File: src/v86_pkg.sv
// Purpose: Shared constants and types for the virtual-8086 interrupt unit
// Assumes: Classic Wishbone slave, 32-bit data, byte address
// Notes: Flag bit positions follow the processor flags word layout
package v86_pkg;

  // Flag bit positions in flags_register
  localparam int FLAG_IF = 9;
  localparam int FLAG_IO_PRIVILEGE_LEVEL_LO = 12;
  localparam int FLAG_IO_PRIVILEGE_LEVEL_HI = 13;
  localparam int FLAG_NT = 14;
  localparam int FLAG_VM = 17;
  localparam int FLAG_VIF = 19;
  localparam int FLAG_VIP = 20;
  localparam logic [1:0] IO_PRIVILEGE_LEVEL_TOP = 2'h3;
  localparam logic [1:0] CPL_ZERO = 2'h0;
  localparam logic [31:0] FLAGS_RESET = 32'h0000_0002;
  localparam logic [15:0] SEG_ZERO = 16'h0000;

  // Register byte offsets
  localparam logic [7:0] OFS_FLAGS = 8'h00;
  localparam logic [7:0] OFS_CTRL = 8'h04;
  localparam logic [7:0] OFS_CMD = 8'h08;
  localparam logic [7:0] OFS_STATUS = 8'h0c;
  localparam logic [7:0] OFS_CUR_SEL = 8'h10;
  localparam logic [7:0] OFS_NEW_SEL = 8'h14;
  localparam logic [7:0] OFS_NEW_IMG = 8'h18;
  localparam logic [7:0] OFS_SAVED_IMG = 8'h1c;
  localparam logic [7:0] OFS_LINK = 8'h20;
  localparam logic [7:0] OFS_STK_IMG = 8'h24;
  localparam logic [7:0] OFS_SEG_DE = 8'h28;
  localparam logic [7:0] OFS_SEG_FG = 8'h2c;
  localparam logic [7:0] OFS_STK_DE = 8'h30;
  localparam logic [7:0] OFS_STK_FG = 8'h34;
  localparam logic [7:0] OFS_OPERAND = 8'h38;
  localparam logic [7:0] OFS_RESULT = 8'h3c;

  // Control register fields
  localparam int CTRL_VME = 0;
  localparam int CTRL_CPL_LO = 1;
  localparam int CTRL_CPL_HI = 2;
  localparam int CTRL_REAL = 3;

  // Status register fields
  localparam int STAT_FAULT = 0;
  localparam int STAT_VIRT = 1;
  localparam int STAT_V86 = 2;

  typedef enum logic [3:0] {
    OP_NONE = 4'h0,
    OP_TASK_ENTRY = 4'h1,
    OP_INTERRUPT_RETURN_INSTR = 4'h2,
    OP_CLI = 4'h3,
    OP_STI = 4'h4,
    OP_PUSH_FLAGS_INSTR = 4'h5,
    OP_POP_FLAGS_INSTR = 4'h6,
    OP_INSN_START = 4'h7
  } op_type;

  typedef struct packed {
    logic cyc;
    logic stb;
    logic we;
    logic [7:0] adr;
    logic [3:0] sel;
    logic [31:0] dat;
  } wb_req_type;

  typedef struct packed {
    logic ack;
    logic [31:0] dat;
  } wb_rsp_type;

  typedef struct packed {
    logic [31:0] flags;
    logic virtual_mode_extensions_enable;
    logic [1:0] current_privilege_level;
    logic real_mode;
    logic [15:0] cur_sel;
    logic [15:0] new_sel;
    logic [31:0] new_img;
    logic [31:0] saved_img;
    logic [15:0] link;
    logic [31:0] tss_de;
    logic [31:0] tss_fg;
    logic [31:0] stk_img;
    logic [31:0] seg_de;
    logic [31:0] seg_fg;
    logic [31:0] stk_de;
    logic [31:0] stk_fg;
    logic [31:0] operand;
    logic [31:0] result;
    logic fault_seen;
    logic gp;
    logic int_ack;
    logic [7:0] vec;
    logic ack;
    logic [31:0] rdat;
  } state_type;

endpackage : v86_pkg

File: src/v86_interrupt_virtualization.sv
// Purpose: Interrupt entry, return and virtual interrupt flags in v86 mode
// Assumes: Inputs synchronous to SYS_CLK; one command per bus write
// Notes: Commands stand for instructions retired by the core pipeline
// Operation
// - Task-gate entry saves flags with VM set
// - Handler task link gets interrupted task selector
// - Flags load from new task image, leaving v86
// - Task-gate entry sets nested task flag
// - Nested return restores v86 task flags, segments
// - Return changes VM only at privilege zero
// - Maskable requests refused while IF clear
// - VIRTUAL_INTERRUPT_ENABLE and VIRTUAL_INTERRUPT_PENDING active under VIRTUAL_MODE_EXTENSIONS_ENABLE, IO_PRIVILEGE_LEVEL below 3
// - CLEAR_INTERRUPT_INSTR and SET_INTERRUPT_INSTR act on VIRTUAL_INTERRUPT_ENABLE only
// - PUSH_FLAGS_INSTR and POP_FLAGS_INSTR use VIRTUAL_INTERRUPT_ENABLE instead of IF
// - IF alone decides interrupt acceptance
// - Hardware never writes the pending flag
// - Interrupt enters privilege zero, pushes state
// - Pushed image has IO_PRIVILEGE_LEVEL 3, IF from VIRTUAL_INTERRUPT_ENABLE
// - Entry clears segments and VM, then fetches
// - SET_INTERRUPT_INSTR faults when pending set, else enables
// - VIRTUAL_INTERRUPT_ENABLE and VIRTUAL_INTERRUPT_PENDING both set fault at instruction
// - Virtual flags untouched in real-address mode
// - Without VIRTUAL_MODE_EXTENSIONS_ENABLE, legacy handling without virtual flags
// - Data segments loaded with zero after push
`timescale 1ns/1ps
module v86_interrupt_virtualization (
  // Clock and reset
  input wire logic SYS_CLK,
  input wire logic RESETN,
  // Wishbone slave
  input wire v86_pkg::wb_req_type WB_REQ,
  output v86_pkg::wb_rsp_type WB_RSP,
  // Maskable interrupt sources
  input wire logic MASKABLE_INTERRUPT_PIN,
  input wire logic LOCAL_CTRL_REQ,
  input wire logic [7:0] INT_VECTOR,
  // Core side events
  output logic INT_ACK,
  output logic [7:0] INT_ACK_VECTOR,
  output logic GP_FAULT,
  output logic V86_MODE
);
  import v86_pkg::*;

  state_type q;
  state_type d;

  // Byte-lane merge of a bus write into a word
  function automatic logic [31:0] lane_write(input logic [31:0] old,
                                             input wb_req_type r);
    logic [31:0] v;
    v = old;
    for (int i = 0; i < 4; i++) begin
      if (r.sel[i]) begin
        v[i*8 +: 8] = r.dat[i*8 +: 8];
      end
    end
    return v;
  endfunction : lane_write

  // Hardware flag update: pending flag always kept from the old word
  function automatic logic [31:0] hw_flags(input logic [31:0] old,
                                           input logic [31:0] nw,
                                           input logic real_md);
    logic [31:0] v;
    v = nw;
    v[FLAG_VIP] = old[FLAG_VIP];
    if (real_md) begin
      v[FLAG_VIF] = old[FLAG_VIF];
    end
    return v;
  endfunction : hw_flags

  logic req_live;
  logic wr;
  logic virt;
  logic priv_ok;
  logic irq;
  logic [31:0] cur_w;
  logic [31:0] new_w;
  op_type op;

  always_comb begin
    d = q;
    d.gp = 1'b0;
    d.int_ack = 1'b0;
    d.ack = 1'b0;
    op = OP_NONE;
    req_live = WB_REQ.cyc & WB_REQ.stb & ~q.ack;
    wr = req_live & WB_REQ.we;
    // Virtual flags live only in v86 mode with VIRTUAL_MODE_EXTENSIONS_ENABLE and IO_PRIVILEGE_LEVEL below 3
    virt = q.virtual_mode_extensions_enable & q.flags[FLAG_VM] & ~q.real_mode &
           (q.flags[FLAG_IO_PRIVILEGE_LEVEL_HI:FLAG_IO_PRIVILEGE_LEVEL_LO] < IO_PRIVILEGE_LEVEL_TOP);
    priv_ok = q.current_privilege_level <= q.flags[FLAG_IO_PRIVILEGE_LEVEL_HI:FLAG_IO_PRIVILEGE_LEVEL_LO];
    irq = MASKABLE_INTERRUPT_PIN | LOCAL_CTRL_REQ;
    // Selector merges go through a word, as a call result cannot be sliced
    cur_w = lane_write({16'h0, q.cur_sel}, WB_REQ);
    new_w = lane_write({16'h0, q.new_sel}, WB_REQ);

    // Read path: unmapped offsets read as zero
    if (req_live) begin
      d.ack = 1'b1;
      case (WB_REQ.adr)
        OFS_FLAGS: d.rdat = q.flags;
        OFS_CTRL: d.rdat = {28'h0, q.real_mode, q.current_privilege_level, q.virtual_mode_extensions_enable};
        OFS_STATUS: d.rdat = {29'h0, q.flags[FLAG_VM], virt,
                              q.fault_seen};
        OFS_CUR_SEL: d.rdat = {16'h0, q.cur_sel};
        OFS_NEW_SEL: d.rdat = {16'h0, q.new_sel};
        OFS_NEW_IMG: d.rdat = q.new_img;
        OFS_SAVED_IMG: d.rdat = q.saved_img;
        OFS_LINK: d.rdat = {16'h0, q.link};
        OFS_STK_IMG: d.rdat = q.stk_img;
        OFS_SEG_DE: d.rdat = q.seg_de;
        OFS_SEG_FG: d.rdat = q.seg_fg;
        OFS_STK_DE: d.rdat = q.stk_de;
        OFS_STK_FG: d.rdat = q.stk_fg;
        OFS_OPERAND: d.rdat = q.operand;
        OFS_RESULT: d.rdat = q.result;
        default: d.rdat = 32'h0;
      endcase
    end

    // Write path: software alone may change the pending flag
    if (wr) begin
      case (WB_REQ.adr)
        OFS_FLAGS: d.flags = lane_write(q.flags, WB_REQ);
        OFS_CTRL: begin
          if (WB_REQ.sel[0]) begin
            d.virtual_mode_extensions_enable = WB_REQ.dat[CTRL_VME];
            d.current_privilege_level = WB_REQ.dat[CTRL_CPL_HI:CTRL_CPL_LO];
            d.real_mode = WB_REQ.dat[CTRL_REAL];
          end
        end
        OFS_CMD: begin
          if (WB_REQ.sel[0]) begin
            op = op_type'(WB_REQ.dat[3:0]);
          end
        end
        OFS_STATUS: begin
          if (WB_REQ.sel[0] & WB_REQ.dat[STAT_FAULT]) begin
            d.fault_seen = 1'b0;
          end
        end
        OFS_CUR_SEL: d.cur_sel = cur_w[15:0];
        OFS_NEW_SEL: d.new_sel = new_w[15:0];
        OFS_NEW_IMG: d.new_img = lane_write(q.new_img, WB_REQ);
        OFS_SAVED_IMG: d.saved_img = lane_write(q.saved_img, WB_REQ);
        OFS_STK_IMG: d.stk_img = lane_write(q.stk_img, WB_REQ);
        OFS_SEG_DE: d.seg_de = lane_write(q.seg_de, WB_REQ);
        OFS_SEG_FG: d.seg_fg = lane_write(q.seg_fg, WB_REQ);
        OFS_OPERAND: d.operand = lane_write(q.operand, WB_REQ);
        default: d.rdat = d.rdat;
      endcase
    end

    case (op)
      OP_TASK_ENTRY: begin
        d.saved_img = q.flags;
        d.tss_de = q.seg_de;
        d.tss_fg = q.seg_fg;
        d.link = q.cur_sel;
        d.cur_sel = q.new_sel;
        d.flags = hw_flags(q.flags, q.new_img, q.real_mode);
        d.flags[FLAG_NT] = 1'b1;
      end
      OP_INTERRUPT_RETURN_INSTR: begin
        if (q.flags[FLAG_NT]) begin
          // Task switch back to the interrupted v86 task
          d.flags = hw_flags(q.flags, q.saved_img, q.real_mode);
          d.seg_de = q.tss_de;
          d.seg_fg = q.tss_fg;
          d.cur_sel = q.link;
        end else begin
          // Stack return from a gate-entered handler
          d.flags = hw_flags(q.flags, q.stk_img, q.real_mode);
          d.seg_de = q.stk_de;
          d.seg_fg = q.stk_fg;
        end
        if (q.current_privilege_level != CPL_ZERO) begin
          d.flags[FLAG_VM] = q.flags[FLAG_VM];
        end
      end
      OP_CLI: begin
        if (virt) begin
          d.flags[FLAG_VIF] = 1'b0;
        end else if (priv_ok) begin
          d.flags[FLAG_IF] = 1'b0;
        end else begin
          d.gp = 1'b1;
        end
      end
      OP_STI: begin
        if (virt) begin
          if (q.flags[FLAG_VIP]) begin
            d.gp = 1'b1;
          end else begin
            d.flags[FLAG_VIF] = 1'b1;
          end
        end else if (priv_ok) begin
          d.flags[FLAG_IF] = 1'b1;
        end else begin
          d.gp = 1'b1;
        end
      end
      OP_PUSH_FLAGS_INSTR: begin
        d.result = q.flags;
        if (virt) begin
          d.result[FLAG_IF] = q.flags[FLAG_VIF];
        end
      end
      OP_POP_FLAGS_INSTR: begin
        // Mode, privilege and pending bits are never taken from the stack; VIF takes the popped IF only when virt is set
        d.flags = q.operand;
        d.flags[FLAG_VM] = q.flags[FLAG_VM];
        d.flags[FLAG_VIF] = q.flags[FLAG_VIF];
        d.flags[FLAG_VIP] = q.flags[FLAG_VIP];
        d.flags[FLAG_IO_PRIVILEGE_LEVEL_HI:FLAG_IO_PRIVILEGE_LEVEL_LO] =
          q.flags[FLAG_IO_PRIVILEGE_LEVEL_HI:FLAG_IO_PRIVILEGE_LEVEL_LO];
        if (virt) begin
          d.flags[FLAG_IF] = q.flags[FLAG_IF];
          d.flags[FLAG_VIF] = q.operand[FLAG_IF];
        end else if (!priv_ok) begin
          d.flags[FLAG_IF] = q.flags[FLAG_IF];
        end
      end
      OP_INSN_START: begin
        if (virt & q.flags[FLAG_VIF] & q.flags[FLAG_VIP]) begin
          d.gp = 1'b1;
        end
      end
      default: d.gp = 1'b0;
    endcase

    // A request waits while a command runs, so one event per cycle
    if (op == OP_NONE && irq && q.flags[FLAG_IF]) begin
      d.int_ack = 1'b1;
      d.vec = INT_VECTOR;
      d.current_privilege_level = CPL_ZERO;
      d.stk_img = q.flags;
      d.stk_de = q.seg_de;
      d.stk_fg = q.seg_fg;
      if (virt) begin
        d.stk_img[FLAG_IO_PRIVILEGE_LEVEL_HI:FLAG_IO_PRIVILEGE_LEVEL_LO] = IO_PRIVILEGE_LEVEL_TOP;
        d.stk_img[FLAG_IF] = q.flags[FLAG_VIF];
      end
      // Legacy path shares the same push, without the virtual edits
      d.seg_de = {SEG_ZERO, SEG_ZERO};
      d.seg_fg = {SEG_ZERO, SEG_ZERO};
      d.flags[FLAG_VM] = 1'b0;
      d.flags[FLAG_NT] = 1'b0;
    end

    // Set wins over a same-cycle clear
    if (d.gp) begin
      d.fault_seen = 1'b1;
    end
  end

  always_ff @(posedge SYS_CLK or negedge RESETN) begin
    if (!RESETN) begin
      q <= '0;
      q.flags <= FLAGS_RESET;
    end else begin
      q <= d;
    end
  end

  assign WB_RSP.ack = q.ack;
  assign WB_RSP.dat = q.rdat;
  assign INT_ACK = q.int_ack;
  assign INT_ACK_VECTOR = q.vec;
  assign GP_FAULT = q.gp;
  assign V86_MODE = q.flags[FLAG_VM];

endmodule : v86_interrupt_virtualization

File: config.mk
export PLATFORM = sky130hd
export DESIGN_NAME = v86_interrupt_virtualization
export DESIGN_NICKNAME = d
export VERILOG_FILES = /design/src/v86_pkg.sv /design/src/v86_interrupt_virtualization.sv
export SDC_FILE = /design/constraint.sdc
export NUM_CORES = 1
export LEC_CHECK = 0
export ABC_AREA = 1
export BUFFER_PORTS_ARGS = -buffer_cell sky130_fd_sc_hd__buf_2
export CAP_MARGIN = 30
export CORE_UTILIZATION = 30
export DETAILED_ROUTE_END_ITERATION = 8
export HOLD_SLACK_MARGIN = 0.15
export PLACE_DENSITY = 0.56
export SLEW_MARGIN = 20
export SYNTH_ARGS = -nofsm -noshare
export SYNTH_HDL_FRONTEND = slang
export SYNTH_SLANG_ARGS = --single-unit
File: constraint.sdc
create_clock -name SYS_CLK -period 5.36 [get_ports SYS_CLK]
set_clock_uncertainty 0.05 [all_clocks]
set_input_delay 0.268 -clock SYS_CLK [delete_from_list [all_inputs] [get_ports SYS_CLK]]
set_output_delay 0.268 -clock SYS_CLK [all_outputs]
set_load 0.03 [all_outputs]
==> Word-level counts from Yosys, hierarchy flattened <==
Index checks and enable logic that the tools add are counted.
{ "word_totals": {"register_bits": 480, "inputBits": 59, "output_inout_bits": 44, "wordCells": 253} }
{ "classes": {"order_cmp": 2, "eq_ne": 29, "mux": 73, "bitwise": 15, "reduce_logical": 82} }
{ "ops": {"columns": ["op", "n"], "rows": [
  ["32-bit one-hot mux with 15 select lines", 1],
  ["32-bit two-way mux", 7],
  ["160-bit two-way mux", 1],
  ["132-bit two-way mux", 1],
  ["64-bit two-way mux", 2],
  ["112-bit two-way mux", 1],
  ["8-bit two-way mux", 14],
  ["3-bit AND reduction", 35],
  ["96-bit two-way mux", 1],
  ["8-bit by 6-bit equality test with 1-bit output, second input constant", 8],
  ["9-bit one-hot mux with 3 select lines", 2],
  ["16-bit two-way mux", 3],
  ["12-bit one-hot mux with 3 select lines", 1],
  ["4-bit nonzero test", 9],
  ["2-bit nonzero test", 17],
  ["33-bit two-way mux", 1],
  ["8-bit by 5-bit equality test with 1-bit output, second input constant", 4],
  ["16-bit one-hot mux with 2 select lines", 1],
  ["3-bit nonzero test", 10],
  ["1-bit two-way mux", 26],
  ["4-bit two-way mux", 5],
  ["4-bit by 3-bit equality test with 1-bit output, second input constant", 4],
  ["8-bit by 4-bit equality test with 1-bit output, second input constant", 2],
  ["5-bit nonzero test", 3],
  ["21 further kinds", 42]
]} }

==> Logic depth before layout (Yosys ltp) <==
Gate-level depths: netlist of run 1.
{ "depth": {"ltp_word": 9, "depth_mapped": 14, "depth_no_buf": 13} }

==> Worst setup path before layout of run 1 <==
No wires, ideal clock.
{ "synth_path": {"path_type": "register to register", "from": "reg q, in the netlist WB_RSP[32]", "to": "reg q[172] in the netlist's numbering", "setup_time_ns": 0.065, "arrival_ns": 1.798, "required_time_ns": 5.245, "slack_ns": 3.447, "stages_incl_launch_ff": 12, "cell_sequence": "dfrtp_1 -> inv_1 -> nand3_1 -> nor2_4 -> o211ai_1 -> nand3_2 -> inv_2 -> nor2_8 -> o21ai_4 -> inv_2 -> nand2_1 -> nand2_1"} }
{ "synth_between": {"elab_chain_len": 9} }
{ "synth_rtl": {"columns": ["element", "line_no", "source"], "rows": [
  ["start, declared", "v86_interrupt_virtualization.sv:45", "state_type q;"],
  ["1-bit NOT *", "v86_interrupt_virtualization.sv:89", "req_live = WB_REQ.cyc & WB_REQ.stb & ~q.ack;"],
  ["1-bit AND *", "v86_interrupt_virtualization.sv:89", null],
  ["1-bit AND *", "v86_interrupt_virtualization.sv:90", "wr = req_live & WB_REQ.we;"],
  ["4-bit two-way mux", "v86_interrupt_virtualization.sv:125", "if (wr) begin"],
  ["4-bit logical NOT", "v86_interrupt_virtualization.sv:236", "if (op == OP_NONE && irq && q.flags[FLAG_IF]) begin"],
  ["1-bit logical AND (2 in a row)", "v86_interrupt_virtualization.sv:236", null],
  ["3-bit nonzero test (no line)", null, null],
  ["3-bit AND reduction (no line)", null, null]
]} }
Mark *: on every way between the ends. The rest lies on a longest branch, timed or not.
A chain may end at the register's enable or synchronous reset.

==> Worst setup path after layout of run 1 <==
{ "layout_path": {"from": "reg q, in the netlist WB_RSP[32]", "to": "reg q[377] in the netlist's numbering"} }
{ "layout_between": {"elab_chain_len": 7} }
{ "layout_rtl": {"columns": ["element", "line_no", "source"], "rows": [
  ["1-bit NOT *", "v86_interrupt_virtualization.sv:89", null],
  ["1-bit AND *", "v86_interrupt_virtualization.sv:89", null],
  ["1-bit AND *", "v86_interrupt_virtualization.sv:90", null],
  ["4-bit two-way mux", "v86_interrupt_virtualization.sv:125", null],
  ["4-bit by 1-bit equality test with 1-bit output", "v86_interrupt_virtualization.sv:157", "case (op)"],
  ["2-bit nonzero test (no line)", null, null],
  ["3-bit AND reduction (no line)", null, null]
]} }
Marked as above.

==> metrics.yaml, run 1 <==
power_and_ir_drop:
  power.static_leakage_nw: 13.1
  powerDensity_mw_per_mm2: 283
  ir_worst_vdd_uv: 203
critical_path:
  cp_cell_sequence: "inv_1 -> nand3_2 -> nor2_4 -> o211ai_4 -> nand2_8 -> inv_2 -> o21ai_0 -> o21ai_1"
  critPathKind: "register to register"
  r2r_cells: 8
  max_stage_delay_ns: 0.66
  critPathLaunchType: "register"
  worstPathRequired_ns: 5.76
  arrival_ns: 3.92
  crit_path_end_kind: "register"
  slowest_stage: "inv_2"
  path_max_fanout: 141
global_routing:
  grt_max_degree: 159
  grt_usage: 0.215
  grt_overflow: 0
  grt_pass1_vias: 21300
  antenna_found_initial: 1
  grt_pass1_wl_mm: 136
sta:
  slew_viol_final: 0
  finalCritPeriodShare: 0.656
  holdWs_ns: 0.192
  setup_viol: 0
  setup_tns_ns: 0
  setup_ws_ns: 1.84
  max_freq_ghz: 0.284
  finalHoldViolCount: 0
  period_needed_ns: 3.52
  rsz0062_at_grt: "false"
  tightest_slew_ns: 1.02
  relSlewSlack: 0.317
floorplan:
  io_pins: 103
  initial_core_util: 0.304
  die_h_um: 288
  core_mm2: 0.0808
  fp.dieW_um: 288
  die_area_mm2: 0.0832
  core.rowCount: 104
synthesis:
  syn-num-nets: 3307
  synth.distinct_cells: 44
  synth-simple-area-share: 0.240
  synth_compound_area_frac: 0.176
  synthFlopType: "dfrtp_1"
  ys_ff_latch: 480
  synthMuxAreaShare: 0.00697
  async_flop_share: 1.00
  synth_area_leaders: "dfrtp_1 49%, nand2_1 16%, o21ai_0 10%"
  synth_top_area_share: 0.487
  synth_top_family_by_area: "simple AND/OR/NAND/NOR gates"
  synth_top_area_cell: "dfrtp_1"
  synth_fa_ha_area_frac: 0.00102
  ys.warnings.count: 0
  ys_seq_area_frac: 0.488
  syn_avg_cell_area_um2: 7.58
  synth_xor_area_frac: 0
  synth_edf_count: 0
  syn_inst: 3246
  synth.top_cells.by_count: "1046 x nand2_1, 512 x o21ai_0, 479 x dfrtp_1"
  synth.most_common_cell: "nand2_1"
  post_synth_instance_area_mm2: 0.0246
clocking:
  clkTransAtPathRegs_ns: 0.06
  postCtsSetupRepairBufs: 0
  htreeDepth: 2
  clk_latency_ns: 0.62
  root_buffer: "clkbuf_16"
  cts_sinks: 480
  clock_tree.buffer_depth: 3
  cts_tree: "yes"
  numCtsBuffers: 53
layout:
  regArea_mm2: 0.0120
  area_delta_synth_final_pct: 13.9
  nNetsFinal: 3347
  diodes: 0
  num-fill-cells: 8529
  post_route_cells_drive_above_1_share: 0.0843
  multi_input_area_mm2: 0.0105
outcome:
  violations: "design-rule violations"
  status: "finished with violations"
placement:
  hpwl_mm: 57.5
  io_buffers: 102
  place_ws_ns: 1.94
  gp_congestion: 0.909
route:
  drtIter0Drc: 2395
  vias: 22600
  post_drt_wl_per_cell_um: 20.4
  drtPass1Iterations: 8
  viasPerCell: 5.15
  drcViolationCount: 10
  postRouteAntennaNets: 0
  wl_mm: 89.3
job:
  drv_cap: 0
min_path:
  hold_class: "primary input to asynchronous set/reset pin"
worst paths after layout:
kind | from | to | slack (ns)
worst min register to register | WB_RSP[29] | WB_RSP[29] | 0.42
worst max register to register | WB_RSP[32] | q[377] | 1.84
min in group SYS_CLK | WB_REQ[46] | q[456] | 0.21
max in group asynchronous | RESETN | q[478] | 3.67
worst min-delay path | RESETN | WB_RSP[6] | 0.19
worst max-delay path | WB_RSP[32] | q[377] | 1.84
registers in the layout, summed over array words and instances (netlist names):
name and count:
q 436, WB_RSP 33, INT_ACK_VECTOR 8, GP_FAULT 1, INT_ACK 1, V86_MODE 1
stage by stage:
| stage | utilization | instance area, µm² | std cells | power, mW |
|---|---|---|---|---|
| final | 0.347 | 28000 | 4380 | 7.94 |
| after global routing | 0.347 | 28000 | 4380 | 8.21 |
| after CTS | 0.346 | 28000 | 4379 | 8.00 |
| after detailed placement | 0.320 | 25900 | 4246 | 4.29 |
| after global placement | 0.320 | 25800 | 4244 | 4.28 |
| after floorplan | - | 24600 | 3246 | 4.05 |
layout by cell type (no fill, tap or decap), types with 24 or more instances in the layout:
| cell | count |
|---|---|
| nor2_1 | 161 |
| inv_1 | 293 |
| o21ai_1 | 37 |
| o211ai_1 | 24 |
| nand2_1 | 1044 |
| a21oi_1 | 69 |
| o22ai_1 | 63 |
| buf_2 | 101 |
| dfrtp_1 | 478 |
| o21ai_0 | 512 |
| clkbuf_16 | 55 |
| nand3_1 | 184 |
| buf_4 | 35 |
| dlygate4sd3_1 | 44 |
power breakdown:
part | internal [mW] | switching, mW | leakage [nW]
clock | 2.14 | 1.55 | 0.831
sequential | 3.70 | 0.0479 | 6.52
combinational | 0.127 | 0.368 | 5.71
cells by family (layout without fill, tap and decap cells):
| family | after synthesis | count (layout) |
|---|---|---|
| and+or+nand+nor | 1460 | 1460 |
| AOI/OAI and AO/OA | 773 | 773 |
| adders and majority gates | 2 | 2 |
| muxes | 17 | 17 |
| DFF | 480 | 480 |
| buffers and inverters | 514 | 588 |
worst max-delay path: cells and delay by family, from the launching register on:
kind / cells / cell delay (ns)
flops: 1 / 0.38
buf+inv: 2 / 0.76
simple gates: 3 / 1.13
compound gates: 3 / 0.78
area by class of cell:
| type | instances | share of cell area |
|---|---|---|
| inverter | 314 | 0.0421 |
| clock inverter | 8 | 0.00424 |
| tap | 1060 | 0.0473 |
| clock buffer | 81 | 0.0562 |
| multi-input combinational | 2252 | 0.374 |
| sequential | 480 | 0.429 |
| timing repair buffer | 185 | 0.0471 |
what timing repair did:
item / 4_1_cts / 5_1_grt
hold buffers: 44 / 0
gates resized for setup: 0 / 0
hold endpoints to repair: 288 / 0
routing by layer:
layer,track usage,vias up,part of all wire
li1,-,10600,-
met2,0.328,981,0.43
met1,0.309,10800,0.45
met5,0,-,0.00015
met3,0.0352,164,0.081
met4,0.0655,2,0.029
Power figures use the tool's default switching activity.
==> run 2: changes to the inputs <==
clock period = 3.56 ns   (was 5.36 ns; I/O delays follow)
==> metrics.yaml, run 2 (same netlist as run 1, synthesis figures left out) <==
route:
  viasPerCell: 5.17  # was 5.15
  drtIter0Drc: 2566  # was 2395
  post_drt_wl_per_cell_um: 20.3  # was 20.4 µm
  vias: 22800  # was 22600
  drtPass1Iterations: 8  # unchanged
  wl_mm: 89.6  # was 89.3 mm
  drcViolationCount: 10  # unchanged
  postRouteAntennaNets: 0  # unchanged
placement:
  io_buffers: 102  # unchanged
  hpwl_mm: 60.7  # was 57.5 mm
  gp_congestion: 0.922  # was 0.909
  dpl_cell_area_mm2: 0.0261  # was 0.0259 mm²
global_routing:
  grt_pass1_wl_mm: 136  # about the same
  antenna_found_initial: 1  # unchanged
  grt_usage: 0.215  # about the same
  grt_max_degree: 102  # was 159
  grt_overflow: 0  # unchanged
  grt_pass1_vias: 21500  # was 21300
min_path:
  min-delay-start: "WB_REQ[45]"
  hold_class: "primary input to register"  # was primary input to asynchronous set/reset pin
sta:
  period_needed_ns: 2.98  # was 3.52 ns
  holdWs_ns: 0.182  # was 0.192 ns
  max_freq_ghz: 0.335  # was 0.284 GHz
  relSlewSlack: 0.354  # was 0.317
  finalHoldViolCount: 0  # unchanged
  tightest_slew_ns: 0.968  # was 1.02 ns
  setup_tns_ns: 0  # unchanged
  slew_viol_final: 0  # unchanged
  finalCritPeriodShare: 0.838  # was 0.656
  rsz0062_at_grt: "false"  # unchanged
  setup_viol: 0  # unchanged
critical_path:
  startpoint: "WB_RSP[32]"  # unchanged
  arrival_ns: 3.38  # was 3.92 ns
  worstReg2RegStart: "WB_RSP[32]"  # unchanged
  critPathKind: "register to register"  # unchanged
  critPathLaunchType: "register"  # unchanged
  worstPathRequired_ns: 3.96  # was 5.76 ns
  path_max_fanout: 78  # was 141
  crit_path_end_kind: "register"  # unchanged
floorplan:
  initial_core_util: 0.304  # unchanged
  die_h_um: 288  # unchanged
  io_pins: 103  # unchanged
  die_area_mm2: 0.0832  # unchanged
  fp.dieW_um: 288  # unchanged
  core.rowCount: 104  # unchanged
  core_mm2: 0.0808  # unchanged
layout:
  final_area_mm2: 0.0283  # was 0.0280 mm²
  post_route_cells_drive_above_1_share: 0.0922  # was 0.0843
  nNetsFinal: 3372  # was 3347
  layout_commonest_cell: "nand2_1"  # unchanged
  max_flop_register: "q"  # unchanged
  diodes: 0  # unchanged
  largest_register_ffs: 436  # unchanged
  num-fill-cells: 8570  # was 8529
  area_delta_synth_final_pct: 15.0  # was 13.9%
  post-route-util: 0.350  # was 0.347
  final_cell_mix: "1044 x nand2_1, 512 x o21ai_0, 478 x dfrtp_1, 295 x inv_1, 184 x nand3_1"  # was 1044 x nand2_1, 512 x o21ai_0, 478 x dfrtp_1, 293 x inv_1, 184 x nand3_1
job:
  drv_cap: 0  # unchanged
clocking:
  numCtsBuffers: 52  # was 53
  cts_tree: "yes"  # unchanged
  postCtsSetupRepairBufs: 0  # unchanged
  clkTransAtPathRegs_ns: 0.06  # about the same
  cts_sinks: 480  # unchanged
  htreeDepth: 2  # unchanged
  root_buffer: "clkbuf_16"  # unchanged
  clk_latency_ns: 0.61  # was 0.62 ns
  clock_tree.buffer_depth: 3  # unchanged
power_and_ir_drop:
  ir_worst_vdd_uv: 297  # was 203 µV
  power.static_leakage_nw: 13.2  # was 13.1 nW
  powerDensity_mw_per_mm2: 423  # was 283 mW/mm²
outcome:
  status: "finished with violations"  # unchanged
  violations: "design-rule violations"  # unchanged
[run 2: changes by cell type in the layout (fill, tap and decap cells not counted), moves of 2 or more]
cell and delta:
clkbuf_16 -2, clkinv_2 +4, inv_1 +2, buf_4 +20
buf_12 +7, inv_2 -2, clkbuf_8 +4
[run 2: where the power goes]
part / total, mW / internal, mW / switching (mW)
registers: 5.65 / 5.57 / 0.0797
logic: 0.762 / 0.206 / 0.556
clock network: 5.57 / 3.24 / 2.33
total: 12.0 / 9.02 / 2.97
[run 2: what timing repair did]
item | in CTS | in global routing
hold buffers | 45 | 0
endpoints found under the hold margin | 662 | 0
resized for setup | 0 | 0
[run 2: worst paths after layout]
path / end / slack, ns / cells after the start
min in group asynchronous: q[449] / 0.19 / 2
worst max register to register: q[358] / 0.58 / 9
max in group asynchronous: q[154] / 2.69 / 3
worst min-delay path: q[428] / 0.18 / 5
worst min register to register: WB_RSP[7] / 0.42 / 2
worst max-delay path: q[358] / 0.58 / 9
[run 2: layout make-up]
cell class | count | area, µm² | area share
inverter | 314 | 1180 | 0.0416
clock buffer | 83 | 1580 | 0.0558
clock inverter | 12 | 139 | 0.00491
multi-input combinational | 2252 | 10500 | 0.370
timing repair buffer | 211 | 1580 | 0.0559
tap | 1060 | 1330 | 0.0469
sequential | 480 | 12000 | 0.425
[run 2: through the flow]
| step | power (mW) | std cells | worst slack, ns |
|---|---|---|---|
| 6_report | 12.0 | 4412 | 0.575 |
| 5_1_grt | 12.4 | 4412 | 0.366 |
| 4_1_cts | 12.1 | 4412 | 0.646 |
| 3_5_place_dp | 6.47 | 4272 | 0.637 |
| 3_3_place_gp | 6.47 | 4272 | 0.722 |
| 2_1_floorplan | 6.10 | 3246 | 1.65 |
[run 2: routing by layer]
| layer | track usage | share of wire |
|---|---|---|
| met3 | 0.0334 | 0.083 |
| met2 | 0.321 | 0.43 |
| met5 | 0 | 0 |
| met4 | 0.0729 | 0.034 |
| met1 | 0.315 | 0.45 |
[run 2: worst max-delay path, cell delays in order, from the launching register on]
cell and delay [ns]:
dfrtp_1 0.47, inv_1 0.14, nand3_2 0.10, nor2_4 0.30, o211ai_4 0.27, nand2_8 0.30
buf_4 0.68, o21ai_0 0.18, o21ai_0 0.12, o21ai_0 0.12
